==> config.mk <==
export PLATFORM = sky130hd
export DESIGN_NAME = fvr_top
export DESIGN_NICKNAME = d
export VERILOG_FILES = /design/src/hw/fvr_pkg.sv /design/src/hw/fvr_top.sv
export SDC_FILE = /design/constraint.sdc
export NUM_CORES = 1
export LEC_CHECK = 0
export ABC_AREA = 1
export BUFFER_PORTS_ARGS = -buffer_cell sky130_fd_sc_hd__buf_2
export CORE_MARGIN = 3
export CORE_UTILIZATION = 40
export CTS_CLUSTER_SIZE = 30
export DETAILED_ROUTE_END_ITERATION = 16
export REMOVE_ABC_BUFFERS = 1
export SYNTH_ARGS = -nofsm -noshare
export SYNTH_HDL_FRONTEND = slang
export SYNTH_SLANG_ARGS = --single-unit
==> constraint.sdc <==
create_clock -name sys_clk -period 9.55 [get_ports sys_clk]
set_clock_uncertainty 0.2 [all_clocks]
set_input_delay 0.955 -clock sys_clk [delete_from_list [all_inputs] [get_ports sys_clk]]
set_output_delay 0.955 -clock sys_clk [all_outputs]
set_load 0.01 [all_outputs]
==> src/hw/fvr_pkg.sv <==
package fvr_pkg;

  // ==========================================================================
  // register map (byte offsets on the host port)
  localparam logic [4:0] REG_V1_FREQ_LO   = 5'h00;
  localparam logic [4:0] REG_V1_FREQ_HI   = 5'h01;
  localparam logic [4:0] REG_V1_PW_LO     = 5'h02;
  localparam logic [4:0] REG_V1_PW_HI     = 5'h03;
  localparam logic [4:0] REG_V1_CTRL      = 5'h04;
  localparam logic [4:0] REG_V1_ATK_DCY   = 5'h05;
  localparam logic [4:0] REG_V1_SUS_REL   = 5'h06;
  localparam logic [4:0] REG_V3_FREQ_LO   = 5'h0E;
  localparam logic [4:0] REG_V3_FREQ_HI   = 5'h0F;
  localparam logic [4:0] REG_V3_PW_LO     = 5'h10;
  localparam logic [4:0] REG_V3_PW_HI     = 5'h11;
  localparam logic [4:0] REG_V3_CTRL      = 5'h12;
  localparam logic [4:0] REG_V3_ATK_DCY   = 5'h13;
  localparam logic [4:0] REG_V3_SUS_REL   = 5'h14;
  localparam logic [4:0] REG_CUTOFF_LO    = 5'h15;
  localparam logic [4:0] REG_CUTOFF_HI    = 5'h16;
  localparam logic [4:0] REG_FILT_ROUTE   = 5'h17;
  localparam logic [4:0] REG_FILT_TYPE_VOL = 5'h18;
  localparam logic [4:0] REG_OSC3_READ    = 5'h1B;
  localparam logic [4:0] REG_ENV3_READ    = 5'h1C;
  localparam int         NUM_WR_REGS      = 25;
  localparam logic [7:0] REG_RESET        = 8'h00;
  localparam logic [7:0] READ_NONE        = 8'h00;

  // ==========================================================================
  // field positions
  localparam int CTRL_GATE     = 0;
  localparam int CTRL_TEST     = 3;
  localparam int CTRL_TRI      = 4;
  localparam int CTRL_SAW      = 5;
  localparam int CTRL_PULSE    = 6;
  localparam int CTRL_NOISE    = 7;
  localparam int FT_LOWPASS    = 4;
  localparam int FT_BANDPASS   = 5;
  localparam int FT_HIGHPASS   = 6;
  localparam int FT_V3_OFF     = 7;
  localparam int ROUTE_V1      = 0;

  // ==========================================================================
  // oscillator and noise constants
  localparam int          ACC_W       = 24;
  localparam int          NOISE_W     = 23;
  localparam int          NOISE_CLK_B = 19;
  localparam logic [22:0] NOISE_SEED  = 23'h7FFFF8;
  localparam logic [7:0]  WAVE_MAX    = 8'hFF;
  localparam logic [7:0]  WAVE_MIN    = 8'h00;

  // ==========================================================================
  // envelope timing: attack time per full ramp in ms, decay/release is 3x
  localparam int CLK_PERIOD_NS  = 50;
  localparam int CLK_KHZ        = 1000000 / CLK_PERIOD_NS;
  localparam int ENV_STEPS      = 256;
  localparam int DCY_FACTOR     = 3;
  localparam int ATTACK_MS [16] = '{2, 8, 16, 24, 38, 56, 68, 80,
                                    100, 250, 500, 800, 1000, 3000, 5000, 8000};

  // ==========================================================================
  // carriers
  typedef struct packed {
    logic       cs;
    logic       we;
    logic [4:0] addr;
    logic [7:0] wdata;
  } fvr_host_req_t;

  typedef struct packed {
    logic [10:0] cutoff;
    logic [7:0]  route;
    logic        highpass;
    logic        bandpass;
    logic        lowpass;
    logic        voice3_off;
    logic [3:0]  volume;
  } fvr_filter_ctrl_t;

  typedef struct packed {
    logic [15:0] freq;
    logic [11:0] pulse_width;
    logic [7:0]  ctrl;
    logic [3:0]  attack;
    logic [3:0]  decay;
    logic [3:0]  sustain;
    logic [3:0]  release_rate;
  } fvr_voice_t;

  typedef enum logic [2:0] {ENV_IDLE, ENV_ATTACK, ENV_DECAY, ENV_SUSTAIN, ENV_RELEASE} fvr_env_state_t;

endpackage

==> src/hw/fvr_top.sv <==
// What this block does
// RULE_01 - low three cutoff bits come from register 21, values 0 to 7
// RULE_02 - upper eight cutoff bits from register 22, making an 11-bit cutoff
// RULE_03 - bit 0 of register 23 routes voice 1 through the filter
// RULE_04 - register 24 bit 6 enables the high-pass path
// RULE_05 - register 24 bit 5 enables band-pass, bit 4 enables low-pass
// RULE_06 - register 24 holds volume and filter type; one write updates both
// RULE_07 - filter type bits independent; high-pass plus low-pass gives notch
// RULE_08 - host writes 79 to register 24 for high-pass at full volume
// RULE_09 - oscillator 3 readable at register 27, envelope 3 at register 28
// RULE_10 - sawtooth readback ramps 0 to 255 and wraps at oscillator 3 rate
// RULE_11 - triangle readback counts 0 up to 255 and back to 0
// RULE_12 - pulse readback alternates between 0 and 255
// RULE_13 - noise readback gives pseudo-random bytes
// RULE_14 - register 24 bit 7 mutes voice 3 audio; oscillator keeps running
// RULE_15 - register 27 follows raw waveform, untouched by the envelope
// RULE_16 - envelope 3 readback stays zero until voice 3 is gated on
// RULE_17 - writing 16 to register 18 selects triangle on voice 3, no gate
// RULE_18 - register 14 holds low byte of voice 3 frequency
// RULE_19 - voice 1 frequency is 16 bits in registers 0 and 1, rewritable anytime
// RULE_20 - voice 1 control 65 is pulse with gate; 64 pulse with gate released
// RULE_21 - register 3 holds upper voice 1 pulse width bits
// RULE_22 - host writes 143 to register 24 for full volume, voice 3 muted
// RULE_23 - register 5 holds attack in upper nibble, decay in lower
// RULE_24 - register 6 holds sustain in upper nibble, release in lower
// RULE_25 - control bit 0 gates the envelope, bit 4 selects triangle
// RULE_26 - master volume is low four bits of register 24, 0 silent, 15 max
`timescale 1ns/10ps

module fvr_top
  import fvr_pkg::*;
#(
  parameter int ENV_SHORTEN = 1
)
(
  input  wire logic             sys_clk,
  input  wire logic             rst,
  input  wire fvr_host_req_t    host_req,
  output logic [7:0]            host_rdata,
  output fvr_filter_ctrl_t      filter_ctrl,
  output fvr_voice_t            voice1,
  output fvr_voice_t            voice3,
  output logic [7:0]            osc3_wave,
  output logic [7:0]            env3_level,
  output logic                  voice3_audio_on
);

  // ==========================================================================
  // write-only register file
  logic [7:0] regs_reg  [NUM_WR_REGS];
  logic [7:0] regs_next [NUM_WR_REGS];

  always_comb
  begin
    for (int i = 0; i < NUM_WR_REGS; i++)
    begin
      regs_next[i] = rst ? REG_RESET : regs_reg[i];
    end
    // any register may be rewritten at any time, mid-note included
    if (!rst && host_req.cs && host_req.we && (int'(host_req.addr) < NUM_WR_REGS))
    begin
      regs_next[host_req.addr] = host_req.wdata;  // RULE_06 RULE_19
    end
  end

  always_ff @(posedge sys_clk)
  begin
    regs_reg <= regs_next;
  end

  // ==========================================================================
  // decoded control fields
  function automatic fvr_voice_t decode_voice(input logic [7:0] flo, input logic [7:0] fhi,
                                              input logic [7:0] plo, input logic [7:0] phi,
                                              input logic [7:0] ctl, input logic [7:0] ad,
                                              input logic [7:0] sr);
    fvr_voice_t v;
    v.freq         = {fhi, flo};
    v.pulse_width  = {phi[3:0], plo};
    v.ctrl         = ctl;
    v.attack       = ad[7:4];
    v.decay        = ad[3:0];
    v.sustain      = sr[7:4];
    v.release_rate = sr[3:0];
    return v;
  endfunction

  always_comb
  begin
    voice1 = decode_voice(regs_reg[REG_V1_FREQ_LO], regs_reg[REG_V1_FREQ_HI],  // RULE_19
                          regs_reg[REG_V1_PW_LO], regs_reg[REG_V1_PW_HI],      // RULE_21
                          regs_reg[REG_V1_CTRL],                               // RULE_20 RULE_25
                          regs_reg[REG_V1_ATK_DCY], regs_reg[REG_V1_SUS_REL]); // RULE_23 RULE_24
    voice3 = decode_voice(regs_reg[REG_V3_FREQ_LO], regs_reg[REG_V3_FREQ_HI],  // RULE_18
                          regs_reg[REG_V3_PW_LO], regs_reg[REG_V3_PW_HI],
                          regs_reg[REG_V3_CTRL],
                          regs_reg[REG_V3_ATK_DCY], regs_reg[REG_V3_SUS_REL]);
  end

  always_comb
  begin
    filter_ctrl.cutoff     = {regs_reg[REG_CUTOFF_HI], regs_reg[REG_CUTOFF_LO][2:0]};  // RULE_01 RULE_02
    filter_ctrl.route      = regs_reg[REG_FILT_ROUTE];                                  // RULE_03
    // independent enables, so high-pass with low-pass forms the notch
    filter_ctrl.highpass   = regs_reg[REG_FILT_TYPE_VOL][FT_HIGHPASS];  // RULE_04 RULE_07
    filter_ctrl.bandpass   = regs_reg[REG_FILT_TYPE_VOL][FT_BANDPASS];  // RULE_05
    filter_ctrl.lowpass    = regs_reg[REG_FILT_TYPE_VOL][FT_LOWPASS];   // RULE_05 RULE_07
    filter_ctrl.voice3_off = regs_reg[REG_FILT_TYPE_VOL][FT_V3_OFF];    // RULE_14
    filter_ctrl.volume     = regs_reg[REG_FILT_TYPE_VOL][3:0];          // RULE_26
    voice3_audio_on        = ~regs_reg[REG_FILT_TYPE_VOL][FT_V3_OFF];   // RULE_14
  end

  // ==========================================================================
  // oscillator 3: phase accumulator and noise shift register
  logic [ACC_W-1:0]   acc_reg;
  logic [ACC_W-1:0]   acc_next;
  logic [NOISE_W-1:0] lfsr_reg;
  logic [NOISE_W-1:0] lfsr_next;
  logic [7:0]         wave_reg;
  logic [7:0]         wave_next;

  function automatic logic [7:0] noise_byte(input logic [NOISE_W-1:0] s);
    return {s[22], s[20], s[16], s[13], s[11], s[7], s[4], s[2]};
  endfunction

  always_comb
  begin
    logic [7:0] saw_w;
    logic [7:0] tri_w;
    logic [7:0] pul_w;
    logic [7:0] noi_w;
    logic [7:0] mix;
    logic       any;
    saw_w = acc_reg[ACC_W-1 -: 8];                                        // RULE_10
    tri_w = acc_reg[ACC_W-1] ? ~acc_reg[ACC_W-2 -: 8] : acc_reg[ACC_W-2 -: 8];  // RULE_11
    pul_w = (acc_reg[ACC_W-1 -: 12] >= voice3.pulse_width) ? WAVE_MAX : WAVE_MIN;  // RULE_12
    noi_w = noise_byte(lfsr_reg);                                          // RULE_13
    mix   = WAVE_MAX;
    any   = 1'b0;
    // runs regardless of the voice 3 mute bit
    if (voice3.ctrl[CTRL_TEST])
    begin
      acc_next = '0;
    end
    else
    begin
      acc_next = acc_reg + {8'h00, voice3.freq};  // RULE_10
    end
    lfsr_next = lfsr_reg;
    if (!acc_reg[NOISE_CLK_B] && acc_next[NOISE_CLK_B])
    begin
      lfsr_next = {lfsr_reg[NOISE_W-2:0], lfsr_reg[22] ^ lfsr_reg[17]};  // RULE_13
    end
    // several waveforms at once combine by and-ing
    if (voice3.ctrl[CTRL_TRI])
    begin
      mix = mix & tri_w;  // RULE_17 RULE_25
      any = 1'b1;
    end
    if (voice3.ctrl[CTRL_SAW])
    begin
      mix = mix & saw_w;
      any = 1'b1;
    end
    if (voice3.ctrl[CTRL_PULSE])
    begin
      mix = mix & pul_w;
      any = 1'b1;
    end
    if (voice3.ctrl[CTRL_NOISE])
    begin
      mix = mix & noi_w;
      any = 1'b1;
    end
    // raw waveform, never scaled by the envelope
    wave_next = any ? mix : WAVE_MIN;  // RULE_15
    if (rst)
    begin
      acc_next  = '0;
      lfsr_next = NOISE_SEED;
      wave_next = WAVE_MIN;
    end
  end

  always_ff @(posedge sys_clk)
  begin
    acc_reg  <= acc_next;
    lfsr_reg <= lfsr_next;
    wave_reg <= wave_next;
  end

  // ==========================================================================
  // envelope generator 3
  fvr_env_state_t state_reg;
  fvr_env_state_t state_next;
  logic [7:0]     level_reg;
  logic [7:0]     level_next;
  logic [31:0]    rate_cnt_reg;
  logic [31:0]    rate_cnt_next;
  logic           gate_prev_reg;
  logic           gate_prev_next;

  // clock cycles per one-level step, at least one
  function automatic logic [31:0] step_cycles(input logic [3:0] code, input logic is_attack);
    int ms;
    int cyc;
    ms  = is_attack ? ATTACK_MS[code] : ATTACK_MS[code] * DCY_FACTOR;
    cyc = (ms * CLK_KHZ) / ENV_STEPS / ENV_SHORTEN;
    if (cyc < 1)
    begin
      cyc = 1;
    end
    return 32'(cyc);
  endfunction

  always_comb
  begin
    logic        gate;
    logic [31:0] period;
    logic        step;
    logic [7:0]  sus;
    gate           = voice3.ctrl[CTRL_GATE];  // RULE_25
    sus            = {voice3.sustain, voice3.sustain};
    step           = 1'b0;
    state_next     = state_reg;
    level_next     = level_reg;
    gate_prev_next = gate;
    case (state_reg)
      ENV_ATTACK:  period = step_cycles(voice3.attack, 1'b1);
      ENV_DECAY:   period = step_cycles(voice3.decay, 1'b0);
      ENV_SUSTAIN: period = step_cycles(voice3.decay, 1'b0);
      default:     period = step_cycles(voice3.release_rate, 1'b0);
    endcase
    step          = (rate_cnt_reg >= period - 32'h0000_0001);
    rate_cnt_next = step ? 32'h0000_0000 : rate_cnt_reg + 32'h0000_0001;
    if (gate && !gate_prev_reg)
    begin
      state_next    = ENV_ATTACK;
      rate_cnt_next = 32'h0000_0000;
    end
    else if (!gate && gate_prev_reg)
    begin
      state_next    = ENV_RELEASE;
      rate_cnt_next = 32'h0000_0000;
    end
    else if (step)
    begin
      case (state_reg)
        ENV_IDLE:    level_next = 8'h00;  // RULE_16
        ENV_ATTACK:
        begin
          if (level_reg == WAVE_MAX)
          begin
            state_next = ENV_DECAY;
          end
          else
          begin
            level_next = level_reg + 8'h01;
          end
        end
        ENV_DECAY, ENV_SUSTAIN:
        begin
          if (level_reg > sus)
          begin
            level_next = level_reg - 8'h01;
          end
          else
          begin
            state_next = ENV_SUSTAIN;
          end
        end
        ENV_RELEASE:
        begin
          if (level_reg == 8'h00)
          begin
            state_next = ENV_IDLE;
          end
          else
          begin
            level_next = level_reg - 8'h01;
          end
        end
        default:
        begin
          state_next = ENV_IDLE;
          level_next = 8'h00;
        end
      endcase
    end
  end

  always_ff @(posedge sys_clk)
  begin
    if (rst)
    begin
      state_reg     <= ENV_IDLE;
      level_reg     <= 8'h00;
      rate_cnt_reg  <= 32'h0000_0000;
      gate_prev_reg <= 1'b0;
    end
    else
    begin
      state_reg     <= state_next;
      level_reg     <= level_next;
      rate_cnt_reg  <= rate_cnt_next;
      gate_prev_reg <= gate_prev_next;
    end
  end

  // ==========================================================================
  // read port
  logic [7:0] rdata_reg;
  logic [7:0] rdata_next;

  always_comb
  begin
    rdata_next = rst ? READ_NONE : rdata_reg;
    if (!rst && host_req.cs && !host_req.we)
    begin
      case (host_req.addr)
        REG_OSC3_READ: rdata_next = wave_reg;   // RULE_09 RULE_15
        REG_ENV3_READ: rdata_next = level_reg;  // RULE_09 RULE_16
        default:       rdata_next = READ_NONE;
      endcase
    end
  end

  always_ff @(posedge sys_clk)
  begin
    rdata_reg <= rdata_next;
  end

  assign host_rdata = rdata_reg;
  assign osc3_wave  = wave_reg;
  assign env3_level = level_reg;

endmodule

# --- Yosys cells after proc, flatten, opt, wreduce, memory -nomap -nowiden ---
# Memories as Yosys holds them, arrays and structs flattened.
# Index checks and enable logic that the tools add are counted.
op_classes:
  n_reduce_logical: 31
  addsub: 8
  n_eq_ne: 21
  bitwise_logic: 17
  mux: 64
  order_cmp: 12
  multipliers: 5
ops:
  columns: ["op", "n"]
  rows:
  - ["$mux W8", 37]
  - ["$mux W32", 9]
  - ["$bwmux W200", 1]
  - ["$mux W200", 1]
  - ["$add A32 B1 Y32", 3]
  - ["$lt A32 B2 Y1 const B", 3]
  - ["$mul A32 B11 Y27 const B", 3]
  - ["$mul A32 B3 Y32 const B", 2]
  - ["$pmux W32 S2", 1]
  - ["$demux W8 S5", 1]
  - ["$add A32 B1 Y32 const B", 1]
  - ["$ge A32 B32 Y1", 1]
  - ["$sub A32 B1 Y32 const B", 1]
  - ["$add A24 B16 Y24", 1]
  - ["$and A8 B8 Y8", 3]
  - ["$pmux W8 S3", 1]
  - ["$mux W20", 1]
  - ["$pmux W8 S2", 1]
  - ["$ge A5 B5 Y1 const B", 3]
  - ["$mux W3", 5]
  - ["$not A4 Y5", 3]
  - ["$reduce_and A5 Y1", 3]
  - ["$ge A12 B12 Y1", 1]
  - ["$ne A2 B2 Y1 const B", 6]
  - ["other kinds (31)", 66]
word_totals:
  in_bits: 17
  output_inout_bits: 156
  ff_bits: 307
  rom_bits: 1536
  n_memories: 3
mem_list:
  columns: ["memory", "words", "width", "read_ports", "rd_ports_with_merged_regs", "write_ports", "line_no", "source"]
  rows:
  - ["(no name shown)", 16, 32, 1, 0, 0, "fvr_top.sv:207", "ms = is_attack ? ATTACK_MS[code] : ATTACK_MS[code] * DCY_FACTOR;"]
  - ["(no name shown)", 16, 32, 1, 0, 0, "fvr_top.sv:207", null]
  - ["(no name shown)", 16, 32, 1, 0, 0, "fvr_top.sv:207", null]

# --- Longest topological paths before layout ---
logic_depth:
  word_depth: 17
  ltp_mapped: 62
  mapped_depth_nobuf: 62

# --- Worst setup path before layout ---
# No wires, ideal clock.
synth_path:
  path_kind: "register -> register"
  startpoint: "register regs_reg (netlist bit voice3[8])"
  endpoint: "register rate_cnt_reg[25]"
  n_path_buf: 1
  arrival_ns: 8.932
  setup_slack_ns: 0.288
  stages_incl_launch_ff: 56
  required_ns: 9.220
  path_cell_list: "dfxtp_1 -> inv_1 -> ha_1 -> or2_2 -> a22oi_1 -> ha_1 -> ha_1 -> inv_1 -> o21bai_1 -> a21oi_1 -> o21bai_1 -> a21oi_1 -> o21ai_0 -> a21o_1 -> a21oi_1 -> xnor2_1 -> ha_1 -> ha_1 -> (+20 left out) -> ha_1 -> nand2_1 -> inv_1 -> nand3_1 -> nor2_2 -> nand3_1 -> ha_1 -> nand2_1 -> inv_1 -> nand3_1 -> nor3_1 -> and3_1 -> nand4_1 -> nand3_1 -> nor2_1 -> nand2_1 -> clkbuf_1 -> nor3b_1"
synth_between:
  elab_chain_len: 15
synth_lines:
  columns: ["item", "line_no", "source"]
  rows:
  - ["start, declared", "fvr_top.sv:50", "logic [7:0] regs_reg [NUM_WR_REGS];"]
  - ["start signal, assigned", "fvr_top.sv:68", "regs_reg <= regs_next;"]
  - ["$not A4 Y5 (not written as such) (*)", "fvr_top.sv:207", null]
  - ["$mem_v2 Z16 W32 (*)", null, null]
  - ["$mux W32 (not written as such) (*) (2 in a row)", "fvr_top.sv:207", null]
  - ["$mul A32 B3 Y32 (*)", "fvr_top.sv:207", null]
  - ["$mul A32 B11 Y27 (*)", "fvr_top.sv:208", "cyc = (ms * CLK_KHZ) / ENV_STEPS / ENV_SHORTEN;"]
  - ["$reduce_or A3 Y1 (no source line)", null, null]
  - ["$and A1 B1 Y1 (no source line)", null, null]
  - ["$add A32 B1 Y32 (no source line) (*)", null, null]
  - ["$lt A32 B2 Y1", "fvr_top.sv:209", "if (cyc < 1)"]
  - ["$mux W32 (*)", "fvr_top.sv:209", null]
  - ["$pmux W32 S2 (*)", "fvr_top.sv:228", "case (state_reg)"]
  - ["$sub A32 B1 Y32 (*)", "fvr_top.sv:234", "step = (rate_cnt_reg >= period - 32'h0000_0001);"]
  - ["$ge A32 B32 Y1 (*)", "fvr_top.sv:234", null]
  - ["$reduce_or A4 Y1 (no source line) (*)", null, null]
  - ["end signal, assigned", "fvr_top.sv:305", "rate_cnt_reg <= rate_cnt_next;"]
  - ["end, declared", "fvr_top.sv:198", "logic [31:0] rate_cnt_reg;"]
# Mark *: on every way between the ends. The rest lies on a longest branch, timed or not. The select of a mux whose other input is x is not followed.
# A chain may end at the register's enable or synchronous reset.

# --- Worst setup path in the final report ---
layout_path:
  startpoint: "register regs_reg (netlist bit voice3[8])"
  endpoint: "register level_reg[4] (netlist: env3_level[4])"
layout_between:
  elab_chain_len: 15
layout_lines:
  columns: ["item", "line_no", "source"]
  rows:
  - ["$not A4 Y5 (not written as such) (*)", "fvr_top.sv:207", null]
  - ["$mem_v2 Z16 W32 (*)", null, null]
  - ["$mux W32 (not written as such) (*) (2 in a row)", "fvr_top.sv:207", null]
  - ["$mul A32 B3 Y32 (*)", "fvr_top.sv:207", null]
  - ["$mul A32 B11 Y27 (*)", "fvr_top.sv:208", null]
  - ["$reduce_or A3 Y1 (no source line)", null, null]
  - ["$and A1 B1 Y1 (no source line)", null, null]
  - ["$add A32 B1 Y32 (no source line) (*)", null, null]
  - ["$lt A32 B2 Y1", "fvr_top.sv:209", null]
  - ["$mux W32 (*)", "fvr_top.sv:209", null]
  - ["$pmux W32 S2 (*)", "fvr_top.sv:228", null]
  - ["$sub A32 B1 Y32 (*)", "fvr_top.sv:234", null]
  - ["$ge A32 B32 Y1 (*)", "fvr_top.sv:234", null]
  - ["$reduce_and A6 Y1 (no source line) (*)", null, null]
  - ["end signal, assigned", "fvr_top.sv:304", "level_reg <= level_next;"]
  - ["end, declared", "fvr_top.sv:196", "logic [7:0] level_reg;"]
# Marks and branches as above.

==> flow_summary.json <==
{
  "max_cap_violations": 0,
  "yosys_warnings": 0,
  "period_needed_ns": 9.212,
  "syn_area_per_cell_sq_um": 7.346,
  "met2WireLength_mm": 29.75,
  "clkLatencyLatePin_ns": 0.53,
  "timing.final.setup_violations": 0,
  "static-leakage-power_uw": 0.01335,
  "max_ir_drop_vdd_uv": 123.2,
  "synth.ff_latch_count": 238,
  "timing.hold.worst.class": "reg -> reg",
  "cts_root_buf": "clkbuf_16",
  "netlist-cell-type-count": 62,
  "cts_buffers": 24,
  "worst_ep_arrival_time_ns": 9.41,
  "global_route_wire_length_before_repair_mm": 97.45,
  "critical-path-slowest-cell": "fa_2",
  "fp.coreArea_sq_mm": 0.05318,
  "drc": 0,
  "power-per-cell-area_mw_per_mm2": 81.05,
  "drt_wl_total_mm": 60.61,
  "cts_hold_buf": 0,
  "met3_wirelength_mm": 2.756,
  "dr.pass1.iters": 6,
  "detailroute.via_count": 20140,
  "cell_area_after_synthesis_sq_mm": 0.02176,
  "fin_util_pct": 48.88,
  "outcome": "finished, final reports clean",
  "drv_slew": 0,
  "grt_antenna_before_repair": 0,
  "overflow_after_grt": 0,
  "synthArstFlopShare_pct": 0,
  "post_drt_wl_per_cell_um": 15.57,
  "placementRows": 84,
  "crit_path_max_fanout": 8,
  "i_o_pins": 173,
  "yosysSeqAreaShare_pct": 22.27,
  "dpl.hpwl_mm": 47.89,
  "most-common-layout-cells": "nand2_1, inv_1, ha_1, nand3_1, dfxtp_1",
  "cts.clk_slew.worst_paths_ns": 0.07,
  "startpoint_type": "flip-flop",
  "crit_path_max_incr_delay_ns": 0.56,
  "layout_commonest_cell": "nand2_1",
  "design.die.area_sq_mm": 0.05723,
  "globalRouteTotalUtil_pct": 20.41,
  "critical_path_class": "reg -> reg",
  "detail-route-antenna-nets": 0,
  "grt_start_max_net_pins": 91,
  "drt_iter0_drc": 1143,
  "post_synth_inst_count": 2962,
  "tritoncts": "yes",
  "required_ns": 9.75,
  "clock-sinks": 238,
  "hold_vio_cnt_final": 0,
  "fmaxAchievable_mhz": 108.6,
  "floorplan.initialDensity_pct": 40.91,
  "avgViaCountPerCell": 5.171,
  "worst_slew_pin_slew_ns": 1.177,
  "antenna_cells": 0,
  "edff_count_synth": 8,
  "dominantRegCellSynth": "dfxtp_1",
  "cts_htree_levels": 1,
  "number_of_global_route_vias_before_repair": 19810,
  "clock_tree_buf_depth": 3,
  "relSlewSlack_pct": 21.09,
  "port_buffers": 172,
  "floorplan.die.height_um": 239.2,
  "end_kind": "flip-flop",
  "post-route-period-util_pct": 96.46,
  "route.top_layer_used": "met4",
  "area_delta_synth_final_pct": 19.46,
  "met1Wirelength_mm": 27.18,
  "total_power_uw": 2107,
  "routabilityCongestion": 0.9504,
  "design.final.nets": 3655,
  "die_w_um": 239.2,
  "drive_above_1_share_pct": 18.37
}
-- where the power goes --
group | switching, uW | internal (uW)
sequential | 3.94 | 1000
combinational | 115 | 51.4
clock | 401 | 534
-- routing by layer --
| layer | track usage (%) | vias up |
|---|---|---|
| met2 | 36.75 | 434 |
| met3 | 2.625 | 72 |
| li1 | - | 10210 |
| met5 | 0 | - |
| met4 | 4.013 | 0 |
| met1 | 26.27 | 9423 |
-- cell families (layout without fill, tap and decap cells) --
| logic type | count (synthesis) | count (layout) | share of synthesized area [%] |
|---|---|---|---|
| flip-flops | 238 | 238 | 22.27 |
| XOR/XNOR | 64 | 64 | 2.576 |
| adder cells (fa/ha/maj) | 450 | 450 | 28.91 |
| buffers and inverters | 556 | 800 | 9.672 |
| AO/OA/AOI/OAI | 452 | 452 | 11.82 |
| AND/OR/NAND/NOR | 1202 | 1202 | 24.76 |
-- path summary, 6_finish.rpt --
kind	start	endpoint	slack, ns	depth (start not counted)
max	voice3[8]	env3_level[4]	0.34	56
min reg2reg	lfsr_reg[1]	lfsr_reg[1]	0.26	2
max reg2reg	voice3[8]	env3_level[4]	0.34	56
min	lfsr_reg[1]	lfsr_reg[1]	0.26	2
-- cell type report --
cell class,instances,area [sq um]
inverters,489,1838
fillers,5279,27190
well taps,688,860.8
clock buffers,36,695.7
clock inverters,8,82.58
repair buffers,267,1628
multi-input cells,2168,16030
flip-flops and latches,238,4855
-- cells in the mapped netlist (all sizes together), types with 10 or more instances --
library cell,instances,area [sq um]
nor3,30,186.4
buf,23,103.9
o31ai,10,75.07
or2,26,162.7
fa,88,1762
ha,362,4529
dfxtp,230,4604
o21ai,178,898.4
nand3b,11,95.09
inv,486,1824
nand4,34,212.7
nand3,269,1404
nor2,224,900.9
o21bai,13,97.59
a211oi,18,135.1
o211ai,19,142.6
xnor2,21,183.9
clkbuf,44,165.2
nand2,582,2202
xor2,43,376.6
o221ai,12,105.1
a21oi,168,852.1
nor4,13,136.4
-- worst max-delay path, delay by kind of cell (launching register included) --
| family | cells | cell delay, ns |
|---|---|---|
| AO/OA/AOI/OAI | 11 | 1.49 |
| XOR/XNOR | 1 | 0.18 |
| adder cells (fa/ha/maj) | 12 | 3.58 |
| buffers and inverters | 5 | 0.49 |
| flip-flops | 1 | 0.36 |
| AND/OR/NAND/NOR | 27 | 2.78 |
-- per-stage QoR --
stage | std cells | setup TNS [ns] | cell area, sq um | hold slack [ns] | worst slack [ns]
after floorplan | 2895 | 0 | 21490 | 0.2292 | 0.08292
after global placement | 3821 | -3.975 | 23720 | 0.2387 | -0.1655
after detailed placement | 3821 | -10.17 | 23720 | 0.2439 | -0.3097
after CTS | 3865 | 0 | 24600 | 0.2626 | 0.002061
after global routing | 3894 | -6.997 | 25990 | 0.2808 | -0.1971
final | 3894 | 0 | 25990 | 0.2602 | 0.3382
-- what timing repair did --
action,4_1_cts,5_1_grt
cloned,0,1
endpoints found under the setup margin,43,43
gates resized for setup,25,224
pin swaps,4,107
buffers inserted,0,28
hold endpoints to repair,0,0
Power figures use the tool's default switching activity.
